[config.mk]
export PLATFORM = sky130hd
export DESIGN_NAME = rts_sequencer
export DESIGN_NICKNAME = d
export VERILOG_FILES = /design/src/rts_pkg.sv /design/src/rts_sync.sv /design/src/rts_stage_counter.sv /design/src/rts_sequencer.sv
export SDC_FILE = /design/constraint.sdc
export NUM_CORES = 1
export LEC_CHECK = 0
export BUFFER_PORTS_ARGS = -buffer_cell sky130_fd_sc_hd__buf_2
export CORE_AREA = 2 2 114 116
export DETAILED_ROUTE_END_ITERATION = 7
export DIE_AREA = 0 0 116 118
export HOLD_SLACK_MARGIN = 0.03
export MAX_ROUTING_LAYER = met4
export PLACE_DENSITY_LB_ADDON = 0.12
export SYNTH_ARGS = -nofsm -noshare
export SYNTH_HDL_FRONTEND = slang
export SYNTH_HIERARCHICAL = 1
export SYNTH_SLANG_ARGS = --single-unit
[constraint.sdc]
create_clock -name hclk -period 3.9 [get_ports hclk]
set_input_delay 0.39 -clock hclk [delete_from_list [all_inputs] [get_ports hclk]]
set_output_delay 0.39 -clock hclk [all_outputs]
set_load 0.03 [all_outputs]
[src/rts_pkg.sv]
// Shared constants and carrier types for the reset time-out sequencer.
package rts_pkg;

  // Register byte offsets on the AHB-Lite slave.
  localparam logic [3:0] OFS_POWER_STATUS = 4'h0;
  localparam logic [3:0] OFS_FLAGS = 4'h4;
  localparam logic [3:0] OFS_CTRL = 4'h8;
  localparam logic [3:0] OFS_SEQ_STATE = 4'hc;

  // Field positions.
  localparam int BIT_BROWNOUT_FLAG = 0;
  localparam int BIT_POR_FLAG = 1;
  localparam int BIT_PD_FLAG = 3;
  localparam int BIT_TO_FLAG = 4;
  localparam int BIT_SLEEP_CMD = 0;

  // Values after a power-on reset.
  localparam logic POR_FLAG_RESET = 1'b0;
  localparam logic BROWNOUT_FLAG_RESET = 1'b1;
  localparam logic TO_FLAG_RESET = 1'b1;
  localparam logic PD_FLAG_RESET = 1'b1;

  // Program counter start values.
  localparam logic [12:0] PC_RESET_VECTOR = 13'h0000;
  localparam logic [12:0] PC_INT_VECTOR = 13'h0004;

  // Timing: 250 MHz core clock, 72 ms power-up delay, 1024 oscillator edges.
  localparam int CLK_PERIOD_NS = 4;
  localparam int POWER_UP_TIMER_TIME_NS = 72000000;
  localparam int POWER_UP_TIMER_CYCLES = (POWER_UP_TIMER_TIME_NS + CLK_PERIOD_NS - 1) / CLK_PERIOD_NS;
  localparam int RC_DIV_CYCLES = 4;
  localparam int POWER_UP_TIMER_W = 24;
  localparam int OST_CYCLES = 1024;
  localparam int OST_W = 10;
  localparam logic [OST_W-1:0] OST_LAST = 10'h3ff;
  localparam logic [1:0] RC_DIV_LAST = 2'h3;
  localparam int SYNC_W = 8;

  // Oscillator mode encoding of the two configuration bits.
  typedef enum logic [1:0] {
    OSC_LOW_POWER_CRYSTAL = 2'b00,
    OSC_CRYSTAL = 2'b01,
    OSC_HIGH_SPEED_CRYSTAL = 2'b10,
    OSC_RC = 2'b11
  } rts_osc_t;

  // Sequencer states.
  typedef enum logic [2:0] {
    ST_HOLD = 3'b000,
    ST_POWER_UP_TIMER = 3'b001,
    ST_OST = 3'b010,
    ST_WAIT_PIN = 3'b011,
    ST_RUN = 3'b100,
    ST_SLEEP = 3'b101,
    ST_WAKE_OST = 3'b110,
    ST_BOR_HOLD = 3'b111
  } rts_state_t;

  // Configuration bits as they arrive from the fuse array.
  typedef struct packed {
    rts_osc_t osc_mode;
    logic power_timer_enable_n;
    logic brownout_enable_cfg;
  } rts_cfg_t;

  // Same-clock events from the core, watchdog and interrupt logic.
  typedef struct packed {
    logic wdt_timeout;
    logic wake_int;
    logic global_int_enable;
    logic [12:0] pc_next;
  } rts_core_evt_t;

endpackage

[src/rts_sync.sv]
`timescale 1ns/10ps
// Two-flop synchroniser for a group of independent pin levels.
module rts_sync #(
  parameter int W = 1
) (
  input wire logic hclk,
  input wire logic hresetn,
  input wire logic [W-1:0] async_in,
  output logic [W-1:0] sync_out
);

  // First stage; only the second stage reads it.
  logic [W-1:0] meta_reg;

  // Both stages clear to zero, which reads as a low pin until it settles.
  always_ff @(posedge hclk or negedge hresetn)
  begin
    if (!hresetn)
    begin
      meta_reg <= '0;
      sync_out <= '0;
    end
    else
    begin
      meta_reg <= async_in;
      sync_out <= meta_reg;
    end
  end

endmodule

[src/rts_stage_counter.sv]
`timescale 1ns/10ps
// Delay stage counter: counts step pulses and flags the last one.
module rts_stage_counter #(
  parameter int W = 8,
  parameter logic [W-1:0] LAST = '1
) (
  input wire logic hclk,
  input wire logic hresetn,
  input wire logic clear,
  input wire logic step,
  output logic [W-1:0] count,
  output logic done
);

  // Done is a one-cycle pulse on the step that completes the stage.
  assign done = step && (count == LAST);

  // Clear dominates so a restarted stage always begins from zero.
  always_ff @(posedge hclk or negedge hresetn)
  begin
    if (!hresetn)
      count <= '0;
    else if (clear)
      count <= '0;
    else if (step)
      count <= W'(count + 1'b1);
  end

endmodule

[src/rts_sequencer.sv]
// The implementer's own choices: the placing of the registers and the AHB-Lite register port.
`timescale 1ns/10ps
module rts_sequencer #(
  parameter int POWER_UP_TIMER_CYCLES = rts_pkg::POWER_UP_TIMER_CYCLES
) (
  input wire logic hclk,
  input wire logic hresetn,
  input wire logic hsel,
  input wire logic [31:0] haddr,
  input wire logic [1:0] htrans,
  input wire logic hwrite,
  input wire logic [2:0] hsize,
  input wire logic [31:0] hwdata,
  input wire logic hready,
  output logic hreadyout,
  output logic hresp,
  output logic [31:0] hrdata,
  input wire logic por_pulse,
  input wire logic brownout_detect,
  input wire logic ext_reset_pin_n,
  input wire logic osc_input,
  input wire rts_pkg::rts_cfg_t cfg,
  input wire rts_pkg::rts_core_evt_t core_evt,
  output logic core_reset,
  output logic core_run,
  output logic pc_load,
  output logic [12:0] pc_start
);

  ////////////////////////////////////////////////////////////////////////////
  // Pin synchronisation and edge detection.

  // Power-up delay length in internal RC ticks.
  localparam logic [rts_pkg::POWER_UP_TIMER_W-1:0] POWER_UP_TIMER_LAST =
    rts_pkg::POWER_UP_TIMER_W'(POWER_UP_TIMER_CYCLES / rts_pkg::RC_DIV_CYCLES - 1);

  logic [rts_pkg::SYNC_W-1:0] sync_vec; // Settled pin levels.
  logic por_s, bod_s, pin_s, osc_s;
  rts_pkg::rts_cfg_t cfg_s; // Settled configuration bits.
  logic por_prev_reg, osc_prev_reg; // Previous settled levels for edges.

  rts_sync #(.W(rts_pkg::SYNC_W)) u_sync (
    .hclk(hclk),
    .hresetn(hresetn),
    .async_in({por_pulse, brownout_detect, ext_reset_pin_n, osc_input, cfg}),
    .sync_out(sync_vec)
  );

  assign {por_s, bod_s, pin_s, osc_s, cfg_s} = sync_vec;

  // The pulse may last many cycles, so only its leading edge is an event.
  wire por_evt = por_s && !por_prev_reg;
  wire osc_rise = osc_s && !osc_prev_reg;
  wire power_up_timer_en = !cfg_s.power_timer_enable_n;
  wire crystal = (cfg_s.osc_mode != rts_pkg::OSC_RC);
  wire bor_active = cfg_s.brownout_enable_cfg && bod_s;

  // Edge history registers.
  always_ff @(posedge hclk or negedge hresetn)
  begin
    if (!hresetn)
    begin
      por_prev_reg <= 1'b0;
      osc_prev_reg <= 1'b0;
    end
    else
    begin
      por_prev_reg <= por_s;
      osc_prev_reg <= osc_s;
    end
  end

  ////////////////////////////////////////////////////////////////////////////
  // Internal RC clock and the two delay stages.

  logic [1:0] rc_div_reg; // Free-running divider standing in for the RC oscillator.
  rts_pkg::rts_state_t state_reg, state_next;
  logic power_up_timer_done, ost_done;
  logic [rts_pkg::POWER_UP_TIMER_W-1:0] power_up_timer_count;
  logic [rts_pkg::OST_W-1:0] ost_count;
  wire rc_tick = (rc_div_reg == rts_pkg::RC_DIV_LAST);
  wire in_ost = (state_reg == rts_pkg::ST_OST) || (state_reg == rts_pkg::ST_WAKE_OST);

  // The RC divider never stops, so the delay does not depend on the crystal.
  always_ff @(posedge hclk or negedge hresetn)
  begin
    if (!hresetn)
      rc_div_reg <= 2'h0;
    else
      rc_div_reg <= 2'(rc_div_reg + 2'h1);
  end

  // Leaving the stage clears it, so a brown-out re-arms the full delay.
  rts_stage_counter #(.W(rts_pkg::POWER_UP_TIMER_W), .LAST(POWER_UP_TIMER_LAST)) u_power_up_timer (
    .hclk(hclk),
    .hresetn(hresetn),
    .clear(state_reg != rts_pkg::ST_POWER_UP_TIMER),
    .step(rc_tick),
    .count(power_up_timer_count),
    .done(power_up_timer_done)
  );

  // Counts settled rising edges of the oscillator input.
  rts_stage_counter #(.W(rts_pkg::OST_W), .LAST(rts_pkg::OST_LAST)) u_ost (
    .hclk(hclk),
    .hresetn(hresetn),
    .clear(!in_ost),
    .step(osc_rise),
    .count(ost_count),
    .done(ost_done)
  );

  ////////////////////////////////////////////////////////////////////////////
  // Register bus address phase.

  logic dp_write_reg; // Data phase of a write is in progress.
  logic [3:0] dp_addr_reg; // Byte offset of that write.
  logic por_flag_n_reg, brownout_flag_n_reg, to_flag_n_reg, pd_flag_n_reg;
  logic [12:0] target_reg; // Start address for the next release.
  wire addr_ok = hsel && hready && htrans[1];
  wire in_map = (haddr[31:4] == 28'h0);
  wire wr_pstat = dp_write_reg && (dp_addr_reg == rts_pkg::OFS_POWER_STATUS);
  wire sleep_cmd = dp_write_reg && (dp_addr_reg == rts_pkg::OFS_CTRL)
                   && hwdata[rts_pkg::BIT_SLEEP_CMD];
  wire [31:0] rd_pstat = {30'h0, por_flag_n_reg, brownout_flag_n_reg};
  wire [31:0] rd_flags = {27'h0, to_flag_n_reg, pd_flag_n_reg, 3'h0};
  wire [31:0] rd_state = {28'h0, core_reset, state_reg};
  wire [31:0] rd_word =
    !in_map ? 32'h0 :
    (haddr[3:0] == rts_pkg::OFS_POWER_STATUS) ? rd_pstat :
    (haddr[3:0] == rts_pkg::OFS_FLAGS) ? rd_flags :
    (haddr[3:0] == rts_pkg::OFS_SEQ_STATE) ? rd_state : 32'h0;

  // Zero-wait slave: read data is fetched in the address phase.
  always_ff @(posedge hclk or negedge hresetn)
  begin
    if (!hresetn)
    begin
      dp_write_reg <= 1'b0;
      dp_addr_reg <= 4'h0;
      hrdata <= 32'h0;
      hreadyout <= 1'b0;
      hresp <= 1'b0;
    end
    else
    begin
      dp_write_reg <= addr_ok && hwrite && in_map;
      dp_addr_reg <= haddr[3:0];
      hrdata <= (addr_ok && !hwrite) ? rd_word : 32'h0;
      hreadyout <= 1'b1;
      hresp <= 1'b0;
    end
  end

  ////////////////////////////////////////////////////////////////////////////
  // Sequencer: stages, causes and flags.

  logic por_next, bor_next, to_next, pd_next;
  logic [12:0] target_next;
  // Stage after a power-on or brown-out: delay, then crystal count, then pin.
  wire rts_pkg::rts_state_t first_stage =
    power_up_timer_en ? rts_pkg::ST_POWER_UP_TIMER : (crystal ? rts_pkg::ST_OST : rts_pkg::ST_WAIT_PIN);
  wire rts_pkg::rts_state_t after_power_up_timer =
    crystal ? rts_pkg::ST_OST : rts_pkg::ST_WAIT_PIN;
  wire rts_pkg::rts_state_t wake_stage =
    crystal ? rts_pkg::ST_WAKE_OST : rts_pkg::ST_RUN;
  wire [12:0] int_target =
    core_evt.global_int_enable ? rts_pkg::PC_INT_VECTOR : core_evt.pc_next;

  // Later assignments take priority: pin and watchdog, then brown-out, then power-on.
  always_comb
  begin
    state_next = state_reg;
    por_next = por_flag_n_reg;
    bor_next = brownout_flag_n_reg;
    to_next = to_flag_n_reg;
    pd_next = pd_flag_n_reg;
    target_next = target_reg;
    // Software may only write the status bits; a hardware clear below wins.
    if (wr_pstat)
    begin
      por_next = hwdata[rts_pkg::BIT_POR_FLAG];
      bor_next = hwdata[rts_pkg::BIT_BROWNOUT_FLAG];
    end
    case (state_reg)
      rts_pkg::ST_HOLD:
        state_next = rts_pkg::ST_HOLD;
      rts_pkg::ST_POWER_UP_TIMER:
        if (power_up_timer_done)
          state_next = after_power_up_timer;
      rts_pkg::ST_OST:
        if (ost_done)
          state_next = rts_pkg::ST_WAIT_PIN;
      // Stages may already be over while the pin is low; release is immediate.
      rts_pkg::ST_WAIT_PIN:
        if (pin_s)
          state_next = rts_pkg::ST_RUN;
      rts_pkg::ST_RUN:
        if (!pin_s)
        begin
          state_next = rts_pkg::ST_WAIT_PIN;
          target_next = rts_pkg::PC_RESET_VECTOR;
        end
        else if (core_evt.wdt_timeout)
        begin
          // Internal reset only; the pin is an input and is never driven.
          state_next = rts_pkg::ST_WAIT_PIN;
          to_next = 1'b0;
          pd_next = 1'b1;
          target_next = rts_pkg::PC_RESET_VECTOR;
        end
        else if (sleep_cmd)
        begin
          state_next = rts_pkg::ST_SLEEP;
          to_next = 1'b1;
          pd_next = 1'b0;
        end
      rts_pkg::ST_SLEEP:
        if (!pin_s)
        begin
          state_next = rts_pkg::ST_WAIT_PIN;
          to_next = 1'b1;
          pd_next = 1'b0;
          target_next = rts_pkg::PC_RESET_VECTOR;
        end
        else if (core_evt.wdt_timeout)
        begin
          state_next = wake_stage;
          to_next = 1'b0;
          pd_next = 1'b0;
          target_next = core_evt.pc_next;
        end
        else if (core_evt.wake_int)
        begin
          state_next = wake_stage;
          to_next = 1'b1;
          pd_next = 1'b0;
          target_next = int_target;
        end
      rts_pkg::ST_WAKE_OST:
        if (!pin_s)
        begin
          state_next = rts_pkg::ST_WAIT_PIN;
          to_next = 1'b1;
          pd_next = 1'b0;
          target_next = rts_pkg::PC_RESET_VECTOR;
        end
        else if (ost_done)
          state_next = rts_pkg::ST_RUN;
      rts_pkg::ST_BOR_HOLD:
        if (!bor_active)
          state_next = first_stage;
      default:
        state_next = rts_pkg::ST_HOLD;
    endcase
    // A brown-out overrides every stage and restarts the sequence later.
    if (bor_active)
    begin
      state_next = rts_pkg::ST_BOR_HOLD;
      bor_next = 1'b0;
      to_next = 1'b1;
      pd_next = 1'b1;
      target_next = rts_pkg::PC_RESET_VECTOR;
    end
    if (por_evt)
    begin
      state_next = bor_active ? rts_pkg::ST_BOR_HOLD : first_stage;
      por_next = rts_pkg::POR_FLAG_RESET;
      if (cfg_s.brownout_enable_cfg)
        bor_next = rts_pkg::BROWNOUT_FLAG_RESET;
      to_next = rts_pkg::TO_FLAG_RESET;
      pd_next = rts_pkg::PD_FLAG_RESET;
      target_next = rts_pkg::PC_RESET_VECTOR;
    end
  end

  // The core stays stalled but not reset while it sleeps or waits on the crystal after a wake.
  wire reset_next = !((state_next == rts_pkg::ST_RUN) || (state_next == rts_pkg::ST_SLEEP)
                      || (state_next == rts_pkg::ST_WAKE_OST));
  wire enter_run = (state_next == rts_pkg::ST_RUN) && (state_reg != rts_pkg::ST_RUN);

  // State, flags and registered core-facing outputs.
  always_ff @(posedge hclk or negedge hresetn)
  begin
    if (!hresetn)
    begin
      state_reg <= rts_pkg::ST_HOLD;
      por_flag_n_reg <= rts_pkg::POR_FLAG_RESET;
      brownout_flag_n_reg <= rts_pkg::BROWNOUT_FLAG_RESET;
      to_flag_n_reg <= rts_pkg::TO_FLAG_RESET;
      pd_flag_n_reg <= rts_pkg::PD_FLAG_RESET;
      target_reg <= rts_pkg::PC_RESET_VECTOR;
      core_reset <= 1'b1;
      core_run <= 1'b0;
      pc_load <= 1'b0;
      pc_start <= rts_pkg::PC_RESET_VECTOR;
    end
    else
    begin
      state_reg <= state_next;
      por_flag_n_reg <= por_next;
      brownout_flag_n_reg <= bor_next;
      to_flag_n_reg <= to_next;
      pd_flag_n_reg <= pd_next;
      target_reg <= target_next;
      core_reset <= reset_next;
      core_run <= (state_next == rts_pkg::ST_RUN);
      pc_load <= enter_run;
      pc_start <= enter_run ? target_next : pc_start;
    end
  end

  ////////////////////////////////////////////////////////////////////////////
  // Checks.

  chk_power_up_timer_holds: assert property (@(posedge hclk) disable iff (!hresetn)
    (state_reg == rts_pkg::ST_POWER_UP_TIMER) |-> core_reset)
    else $error("Core left reset during the power-up delay.");

  chk_power_up_timer_skipped: assert property (@(posedge hclk) disable iff (!hresetn)
    (por_evt && !bor_active && !power_up_timer_en) |=> (state_reg != rts_pkg::ST_POWER_UP_TIMER))
    else $error("Disabled power-up delay was entered.");

  chk_ost_length: assert property (@(posedge hclk) disable iff (!hresetn)
    ost_done |-> (ost_count == rts_pkg::OST_LAST) && in_ost)
    else $error("Oscillator count ended at the wrong edge.");

  chk_ost_crystal: assert property (@(posedge hclk) disable iff (!hresetn)
    (!in_ost && (state_next == rts_pkg::ST_OST || state_next == rts_pkg::ST_WAKE_OST))
    |-> crystal)
    else $error("Oscillator count started in RC mode.");

  chk_bor_enters: assert property (@(posedge hclk) disable iff (!hresetn)
    (bor_active && !por_evt) |=> (state_reg == rts_pkg::ST_BOR_HOLD) && !brownout_flag_n_reg
    && core_reset)
    else $error("Brown-out did not force reset.");

  chk_pin_release: assert property (@(posedge hclk) disable iff (!hresetn)
    (state_reg == rts_pkg::ST_WAIT_PIN && pin_s && !bor_active && !por_evt)
    |=> (state_reg == rts_pkg::ST_RUN) && !core_reset && pc_load)
    else $error("Pin release did not start execution at once.");

  chk_por_flags: assert property (@(posedge hclk) disable iff (!hresetn)
    por_evt |=> !por_flag_n_reg && to_flag_n_reg && pd_flag_n_reg)
    else $error("Power-on flags wrong.");

  chk_wdt_cause: assert property (@(posedge hclk) disable iff (!hresetn)
    (state_reg == rts_pkg::ST_RUN && pin_s && core_evt.wdt_timeout && !bor_active
    && !por_evt) |=> !to_flag_n_reg && pd_flag_n_reg ##1 !core_reset)
    else $error("Watchdog reset flags or release wrong.");

  chk_int_vector: assert property (@(posedge hclk) disable iff (!hresetn)
    (state_reg == rts_pkg::ST_SLEEP && pin_s && !core_evt.wdt_timeout && core_evt.wake_int
    && core_evt.global_int_enable && !crystal && !bor_active && !por_evt)
    |=> pc_load && (pc_start == rts_pkg::PC_INT_VECTOR))
    else $error("Interrupt wake did not load the vector.");

  chk_release_cond: assert property (@(posedge hclk) disable iff (!hresetn)
    $fell(core_reset) |-> $past(pin_s) && !$past(bor_active))
    else $error("Reset released with pin low or brown-out active.");

endmodule

After elaboration in Yosys (flattened, before gate mapping)
Cells that the tools add are included.

Register bits after elaboration: 101. Bits in latches: 0. Memory bits (writable): 0. Memory bits (read-only): 0. Output and inout bits: 50. Word-level logic and storage cells: 140. Memories: 0.

Add/subtract/negate cells: 3. $mul: 0. Div/mod/pow operators: 0. Order comparisons: 0. Eq/ne operators: 24. Shifts and indexed selects: 0. Multiplexer cells: 63. Bitwise gates (word level): 0. Reduce and logical (&&, ||, !) cells: 29.

Operators by type and width (count): 2-to-1 mux 13 bit (9); 2-to-1 mux 24 bit (2); 2-to-1 mux 3 bit (15); case mux 13 bit (3 select lines) (1); logical NOT 28 bit (1); 2-to-1 mux 1 bit (25); adder 24 x 1 -> 24 bit, second input constant (1); equality test 24 x 23 -> 1 bit, second input constant (1); case mux 3 bit (8 select lines) (1); equality test 3 bit, second input constant (7); 2-to-1 mux 10 bit (2); 2-to-1 mux 5 bit (4); logical AND 1 bit (14); adder 10 x 1 -> 10 bit, second input constant (1); equality test 10 bit, second input constant (1); equality test 4 bit, second input constant (2); logical NOT 4 bit (2); equality test 3 x 2 -> 1 bit, second input constant (2); != test 6 bit, second input constant (1); case mux 1 bit (3 select lines) (2); != test 5 bit, second input constant (1); AND reduction 5 bit (1); nonzero test 5 bit (1); equality test 4 x 3 -> 1 bit, second input constant (1); other kinds (15) (21).

Depth between registers and ports, before layout
Word-level depth: 13. Gate-level depth with buffers: 11. Mapped depth without buffers: 10.

Hierarchy
The synthesis kept the hierarchy.

By module, submodules not included: rts_sequencer (instances 1, cells an instance 255, area each 2642.5 um^2, sequential area each 1281.2 um^2); rts_stage_counter at u_power_up_timer (instances 1, cells an instance 142, area each 1346.3 um^2, sequential area each 600.6 um^2); rts_stage_counter at u_ost (instances 1, cells an instance 50, area each 509.2 um^2, sequential area each 250.2 um^2); rts_sync (instances 1, cells an instance 16, area each 400.4 um^2, sequential area each 400.4 um^2).

Worst setup path after synthesis
No wires, ideal clock.

Path kind: register to register. Start: register u_power_up_timer.count[12]. End: register pc_start[10]. Setup time: 125 ps. Arrival: 2527 ps. Data required time: 3775 ps. Setup slack: 1248 ps. Cell stages (with the launch flop): 11. Period minus slack after synthesis: 2652 ps. Cell sequence: dfrtp_1 > buf_4 > nor4b_1 > nand3_1 > nor3_1 > a211oi_1 > nor4_2 > a31oi_2 > nor4_4 > buf_6 > mux2_4.

Longest elaborated chain between the ends: 8.

RTL lines: start: declaration (line rts_stage_counter.sv:11) `output logic [W-1:0] count,`; start signal: assignment (line rts_stage_counter.sv:26) `count <= W'(count + 1'b1);`; equality test 24 x 23 -> 1 bit (line rts_stage_counter.sv:16) `assign done = step && (count == LAST);`; logical AND 1 bit (line rts_stage_counter.sv:16); named net power_up_timer_done (line rts_sequencer.sv:78) `logic power_up_timer_done, ost_done;`; 2-to-1 mux 3 bit (line rts_sequencer.sv:189) `if (power_up_timer_done)`; case mux 3 bit (8 select lines) (line rts_sequencer.sv:185) `case (state_reg)`; 2-to-1 mux 3 bit (line rts_sequencer.sv:257) `if (bor_active)`; 2-to-1 mux 3 bit (line rts_sequencer.sv:265) `if (por_evt)`; named net state_next[0] (line rts_sequencer.sv:77) `rts_pkg::rts_state_t state_reg, state_next;`; equality test 3 bit (line rts_sequencer.sv:280) `wire enter_run = (state_next == rts_pkg::ST_RUN) && (state_reg != rts_pkg::ST_RUN);`; logical AND 1 bit (line rts_sequencer.sv:280); named net enter_run (line rts_sequencer.sv:280); end signal: assignment (line rts_sequencer.sv:296) `pc_start <= rts_pkg::PC_RESET_VECTOR;`; end signal: assignment (line rts_sequencer.sv:309) `pc_start <= enter_run ? target_next : pc_start;`; end: declaration (line rts_sequencer.sv:27) `output logic [12:0] pc_start`.

The timed path passes the listed nets, and every way through them passes these cells. A chain may end at the register's enable or synchronous reset.

Worst setup path in the final report
Start: register u_power_up_timer.count[6]. End: register pc_start[1].

Longest elaborated chain between the ends: 8.

RTL lines (line): equality test 24 x 23 -> 1 bit (rts_stage_counter.sv:16); logical AND 1 bit (rts_stage_counter.sv:16); named net power_up_timer_done (rts_sequencer.sv:78); 2-to-1 mux 3 bit (rts_sequencer.sv:189); case mux 3 bit (8 select lines) (rts_sequencer.sv:185); 2-to-1 mux 3 bit (rts_sequencer.sv:257); 2-to-1 mux 3 bit (rts_sequencer.sv:265); named net state_next[0] (rts_sequencer.sv:77); equality test 3 bit (rts_sequencer.sv:280); logical AND 1 bit (rts_sequencer.sv:280).

The timed path passes the listed nets, and every way through them passes these cells.

==> impl_metrics.xml <==
<?xml version="1.0" encoding="UTF-8"?>
<metrics>
  <group name="outcome">
    <metric name="status" unit="">finished clean</metric>
  </group>
  <group name="power_and_ir_drop">
    <metric name="share_seq_of_total_power" unit="">0.458</metric>
    <metric name="total_power" unit="mW">2.640</metric>
    <metric name="power_frac_clock" unit="">0.353</metric>
    <metric name="powerDensity" unit="nW/um2">467.0</metric>
    <metric name="power.leakage" unit="nW">2.526</metric>
    <metric name="sw_frac_of_total" unit="">0.3138</metric>
    <metric name="switchingPower" unit="mW">0.8286</metric>
    <metric name="max-vdd-ir-drop" unit="V">0.0002046</metric>
    <metric name="internal-power" unit="mW">1.812</metric>
    <metric name="combPwrFrac" unit="">0.189</metric>
  </group>
  <group name="sta">
    <metric name="clock.fmax" unit="GHz">0.3251</metric>
    <metric name="maxSlewViolCount" unit="">0</metric>
    <metric name="rsz0062_at_grt" unit="">no</metric>
    <metric name="setup_violations" unit="">0</metric>
    <metric name="fin_crit_sh" unit="">0.7887</metric>
    <metric name="worst_clock_skew" unit="ns">0.009437</metric>
    <metric name="final-hold-violation-count" unit="">0</metric>
    <metric name="actual_slew_at_the_worst_max_slew_pin" unit="ns">0.8440</metric>
    <metric name="period_minus_slack" unit="ns">3.076</metric>
    <metric name="timing.slew.headroom" unit="">0.4374</metric>
    <metric name="finalSetupTns" unit="ns">0</metric>
  </group>
  <group name="setup_path">
    <metric name="worst-endpoint-arrival" unit="ns">3.30</metric>
    <metric name="criticalPathCategory" unit="">reg -&gt; reg</metric>
    <metric name="reg2reg_to" unit="">pc_start[1]</metric>
    <metric name="crit_start_category" unit="">flop</metric>
    <metric name="rrSetupSlack" unit="ns">0.82</metric>
    <metric name="critical_path_fanout_max" unit="">14</metric>
    <metric name="timing.critical_path.slowest_stage_cell" unit="">dfrtp_1</metric>
    <metric name="critPathRequiredTime" unit="ns">4.13</metric>
    <metric name="critical-path-max-stage-delay" unit="ns">0.44</metric>
    <metric name="reg2reg_depth" unit="">9</metric>
    <metric name="critical_path.cell_chain" unit="">nor4b_1 &gt; nand3_1 &gt; nor3_1 &gt; a211oi_1 &gt; nor4_2 &gt; a31oi_2 &gt; nor4_4 &gt; buf_4 &gt; mux2_2</metric>
    <metric name="timing.rr.start" unit="">u_power_up_timer/count[6]</metric>
    <metric name="critical_path.endpoint_type" unit="">flop</metric>
  </group>
  <group name="global_routing">
    <metric name="grt_start_max_net_pins" unit="">69</metric>
    <metric name="grt_overflow_total" unit="">0</metric>
    <metric name="vias_in_the_first_global_route" unit="">3481</metric>
    <metric name="initial_antenna_violation_count" unit="">0</metric>
    <metric name="first_pass_grt_wire_length" unit="um">17130</metric>
    <metric name="gr-usage-all-layers" unit="">0.1606</metric>
  </group>
  <group name="synthesis">
    <metric name="synth_async_sr_flop_share" unit="">1.000</metric>
    <metric name="synth.yosys.seq_area_share" unit="">0.5170</metric>
    <metric name="synthCells" unit="">463</metric>
    <metric name="ys_ff_latch" unit="">101</metric>
    <metric name="synth_area_per_inst" unit="um2">10.58</metric>
    <metric name="synth.distinct_cells" unit="">63</metric>
    <metric name="synth_area" unit="um2">4898</metric>
    <metric name="post_synth_edffs" unit="">0</metric>
    <metric name="synth-warning-count" unit="">6</metric>
    <metric name="synth-main-ff-cell" unit="">dfrtp_1</metric>
  </group>
  <group name="finish">
    <metric name="n_fill_cell" unit="">1209</metric>
    <metric name="post_route_cells_drive_above_1_share" unit="">0.2550</metric>
    <metric name="final_core_utilization" unit="">0.4555</metric>
    <metric name="area.growth.synth_to_final" unit="%">15.43</metric>
    <metric name="final_common_cell" unit="">dfrtp_1</metric>
    <metric name="antenna-diode-count" unit="">0</metric>
    <metric name="nNetsFinal" unit="">641</metric>
    <metric name="non_filler_cell_area_final" unit="um2">5654</metric>
    <metric name="largest_reg_flops" unit="">24</metric>
    <metric name="most_frequent_cells_in_the_layout" unit="">97 x dfrtp_1, 84 x buf_2, 47 x nor2_1</metric>
  </group>
  <group name="detailed_routing">
    <metric name="drt-initial-drc-count" unit="">209</metric>
    <metric name="wl_per_cell" unit="um">14.41</metric>
    <metric name="avgViaCountPerCell" unit="">5.003</metric>
    <metric name="drtPass1Iterations" unit="">4</metric>
    <metric name="postRouteAntennaNets" unit="">0</metric>
    <metric name="dr_total_vias" unit="">3587</metric>
    <metric name="detail_route.wirelength" unit="um">10330</metric>
    <metric name="drc_errors" unit="">0</metric>
  </group>
  <group name="clock_network">
    <metric name="cts_tree" unit="">done</metric>
    <metric name="cts_post_setup_buffers_inserted" unit="">0</metric>
    <metric name="cts_buffers" unit="">9</metric>
    <metric name="cts-htree-levels" unit="">3</metric>
    <metric name="postCtsResizedCells" unit="">0</metric>
    <metric name="clk-insertion-delay-late" unit="ns">0.34</metric>
    <metric name="clockRootBuffer" unit="">clkbuf_16</metric>
    <metric name="postCtsHoldBufs" unit="">0</metric>
    <metric name="path_clk_slew" unit="ns">0.07</metric>
    <metric name="cts-root-to-sink-buffers" unit="">2</metric>
    <metric name="cts.sinks" unit="">101</metric>
  </group>
  <group name="floorplan">
    <metric name="initial_standard_cell_utilization_of_the_core" unit="">0.3946</metric>
    <metric name="ios" unit="">148</metric>
    <metric name="floorplan.die_area" unit="um2">13690</metric>
    <metric name="dieHeight" unit="um">118</metric>
    <metric name="std_cell_rows" unit="">41</metric>
    <metric name="fp.dieW" unit="um">116</metric>
    <metric name="placeableCoreArea" unit="um2">12410</metric>
  </group>
  <group name="placement">
    <metric name="number_of_port_buffers" unit="">85</metric>
    <metric name="gp_congestion" unit="">0.8043</metric>
    <metric name="post-dp-hpwl" unit="um">7270</metric>
    <metric name="dpl_cell_area" unit="um2">5338</metric>
  </group>
  <group name="run">
    <metric name="maxCapViolations" unit="">0</metric>
  </group>
  <group name="min_path">
    <metric name="holdCritPathClass" unit="">in -&gt; async</metric>
  </group>
</metrics>
-- stage by stage --
step                      setup slack (ns)  hold WS [ns]  instances
after floorplan                      1.248       0.09441        490
after global placement              0.9046        0.3341        701
after detailed placement            0.8705        0.3347        701
after CTS                           0.8375        0.1341        717
after global routing                0.6184        0.1315        717
final                               0.8240        0.1489        717
-- layer usage --
metal | up-vias | track usage | routed length [um]
li1 | 1764 | - | -
met1 | 1739 | 0.2131 | 4702
met2 | 74 | 0.2427 | 4988
met3 | 10 | 0.04325 | 500
met4 | 0 | 0.04539 | 138
met5 | - | - | 0
-- power by group through the flow --
stage	combinational [mW]	sequential, mW	clock, mW
2_1_floorplan	0.399	1.22	0
3_5_place_dp	0.502	1.23	0
3_3_place_gp	0.498	1.23	0
5_1_grt	0.550	1.22	1.01
6_report	0.499	1.21	0.931
4_1_cts	0.504	1.21	0.966
-- cell usage after synthesis (all sizes together) (2+ instances only) --
library cell	count	area share
nor3b	3	0.0046
o21ai	16	0.016
xnor2	6	0.011
mux2	17	0.046
o31ai	12	0.018
nand2	26	0.020
a22o	2	0.0036
and3	3	0.0041
mux2i	3	0.0061
dfstp	4	0.021
and4	3	0.0056
xor2	10	0.018
nor2	47	0.036
or2	2	0.0026
and2	4	0.0051
nand2b	7	0.0089
o2111ai	2	0.0036
or4	10	0.015
conb	2	0.0015
nor4	12	0.020
a31oi	3	0.0051
buf	42	0.063
nand4	12	0.018
o2111a	2	0.0046
a22oi	13	0.020
nor4b	6	0.011
clkbuf	9	0.0069
nand3	21	0.022
a21oi	26	0.027
dfrtp	97	0.50
nor3	7	0.0072
or3	5	0.0069
ha	3	0.0077
o211ai	2	0.0031
inv	7	0.0054
nor2b	5	0.0064
-- worst max-delay path by stage --
stage / from / endpoint / cells after the start
floorplan: u_power_up_timer/count[12] / pc_start[10] / 10
global placement: u_power_up_timer/count[6] / pc_start[1] / 9
detailed placement: u_power_up_timer/count[6] / pc_start[1] / 9
CTS: u_power_up_timer/count[6] / pc_start[1] / 9
global route: u_power_up_timer/count[0] / pc_start[1] / 10
finish: u_power_up_timer/count[6] / pc_start[1] / 9
-- worst max-delay path, delay by kind of cell, from the launching register on --
| kind | cells | cell delay [ns] |
|---|---|---|
| buffers and inverters | 1 | 0.31 |
| AO/OA/AOI/OAI | 2 | 0.33 |
| flip-flops | 1 | 0.44 |
| multiplexers | 1 | 0.37 |
| AND/OR/NAND/NOR | 5 | 1.51 |
-- kinds of logic (layout without fill, tap and decap cells) --
group,Yosys count,count (layout),share of synthesized area
mux,20,20,0.05211
simple gates,176,176,0.2013
other cells,2,29,0.001533
xor+xnor,16,16,0.02861
fa+ha+maj,3,3,0.007664
buf+inv,58,113,0.07535
compound gates,87,87,0.1165
flops,101,101,0.5170
-- final cells by class --
type,instances,area [um2],share of cell area
tap,172,215.2,0.03806
multi-input combinational,331,2098,0.3711
clock inverter,7,91.34,0.01615
sequential,101,2532,0.4479
inverter,7,26.28,0.004647
clock buffer,9,225.2,0.03983
timing repair buffer,90,465.4,0.08232
No activity file was read; power rests on OpenSTA's default activity.
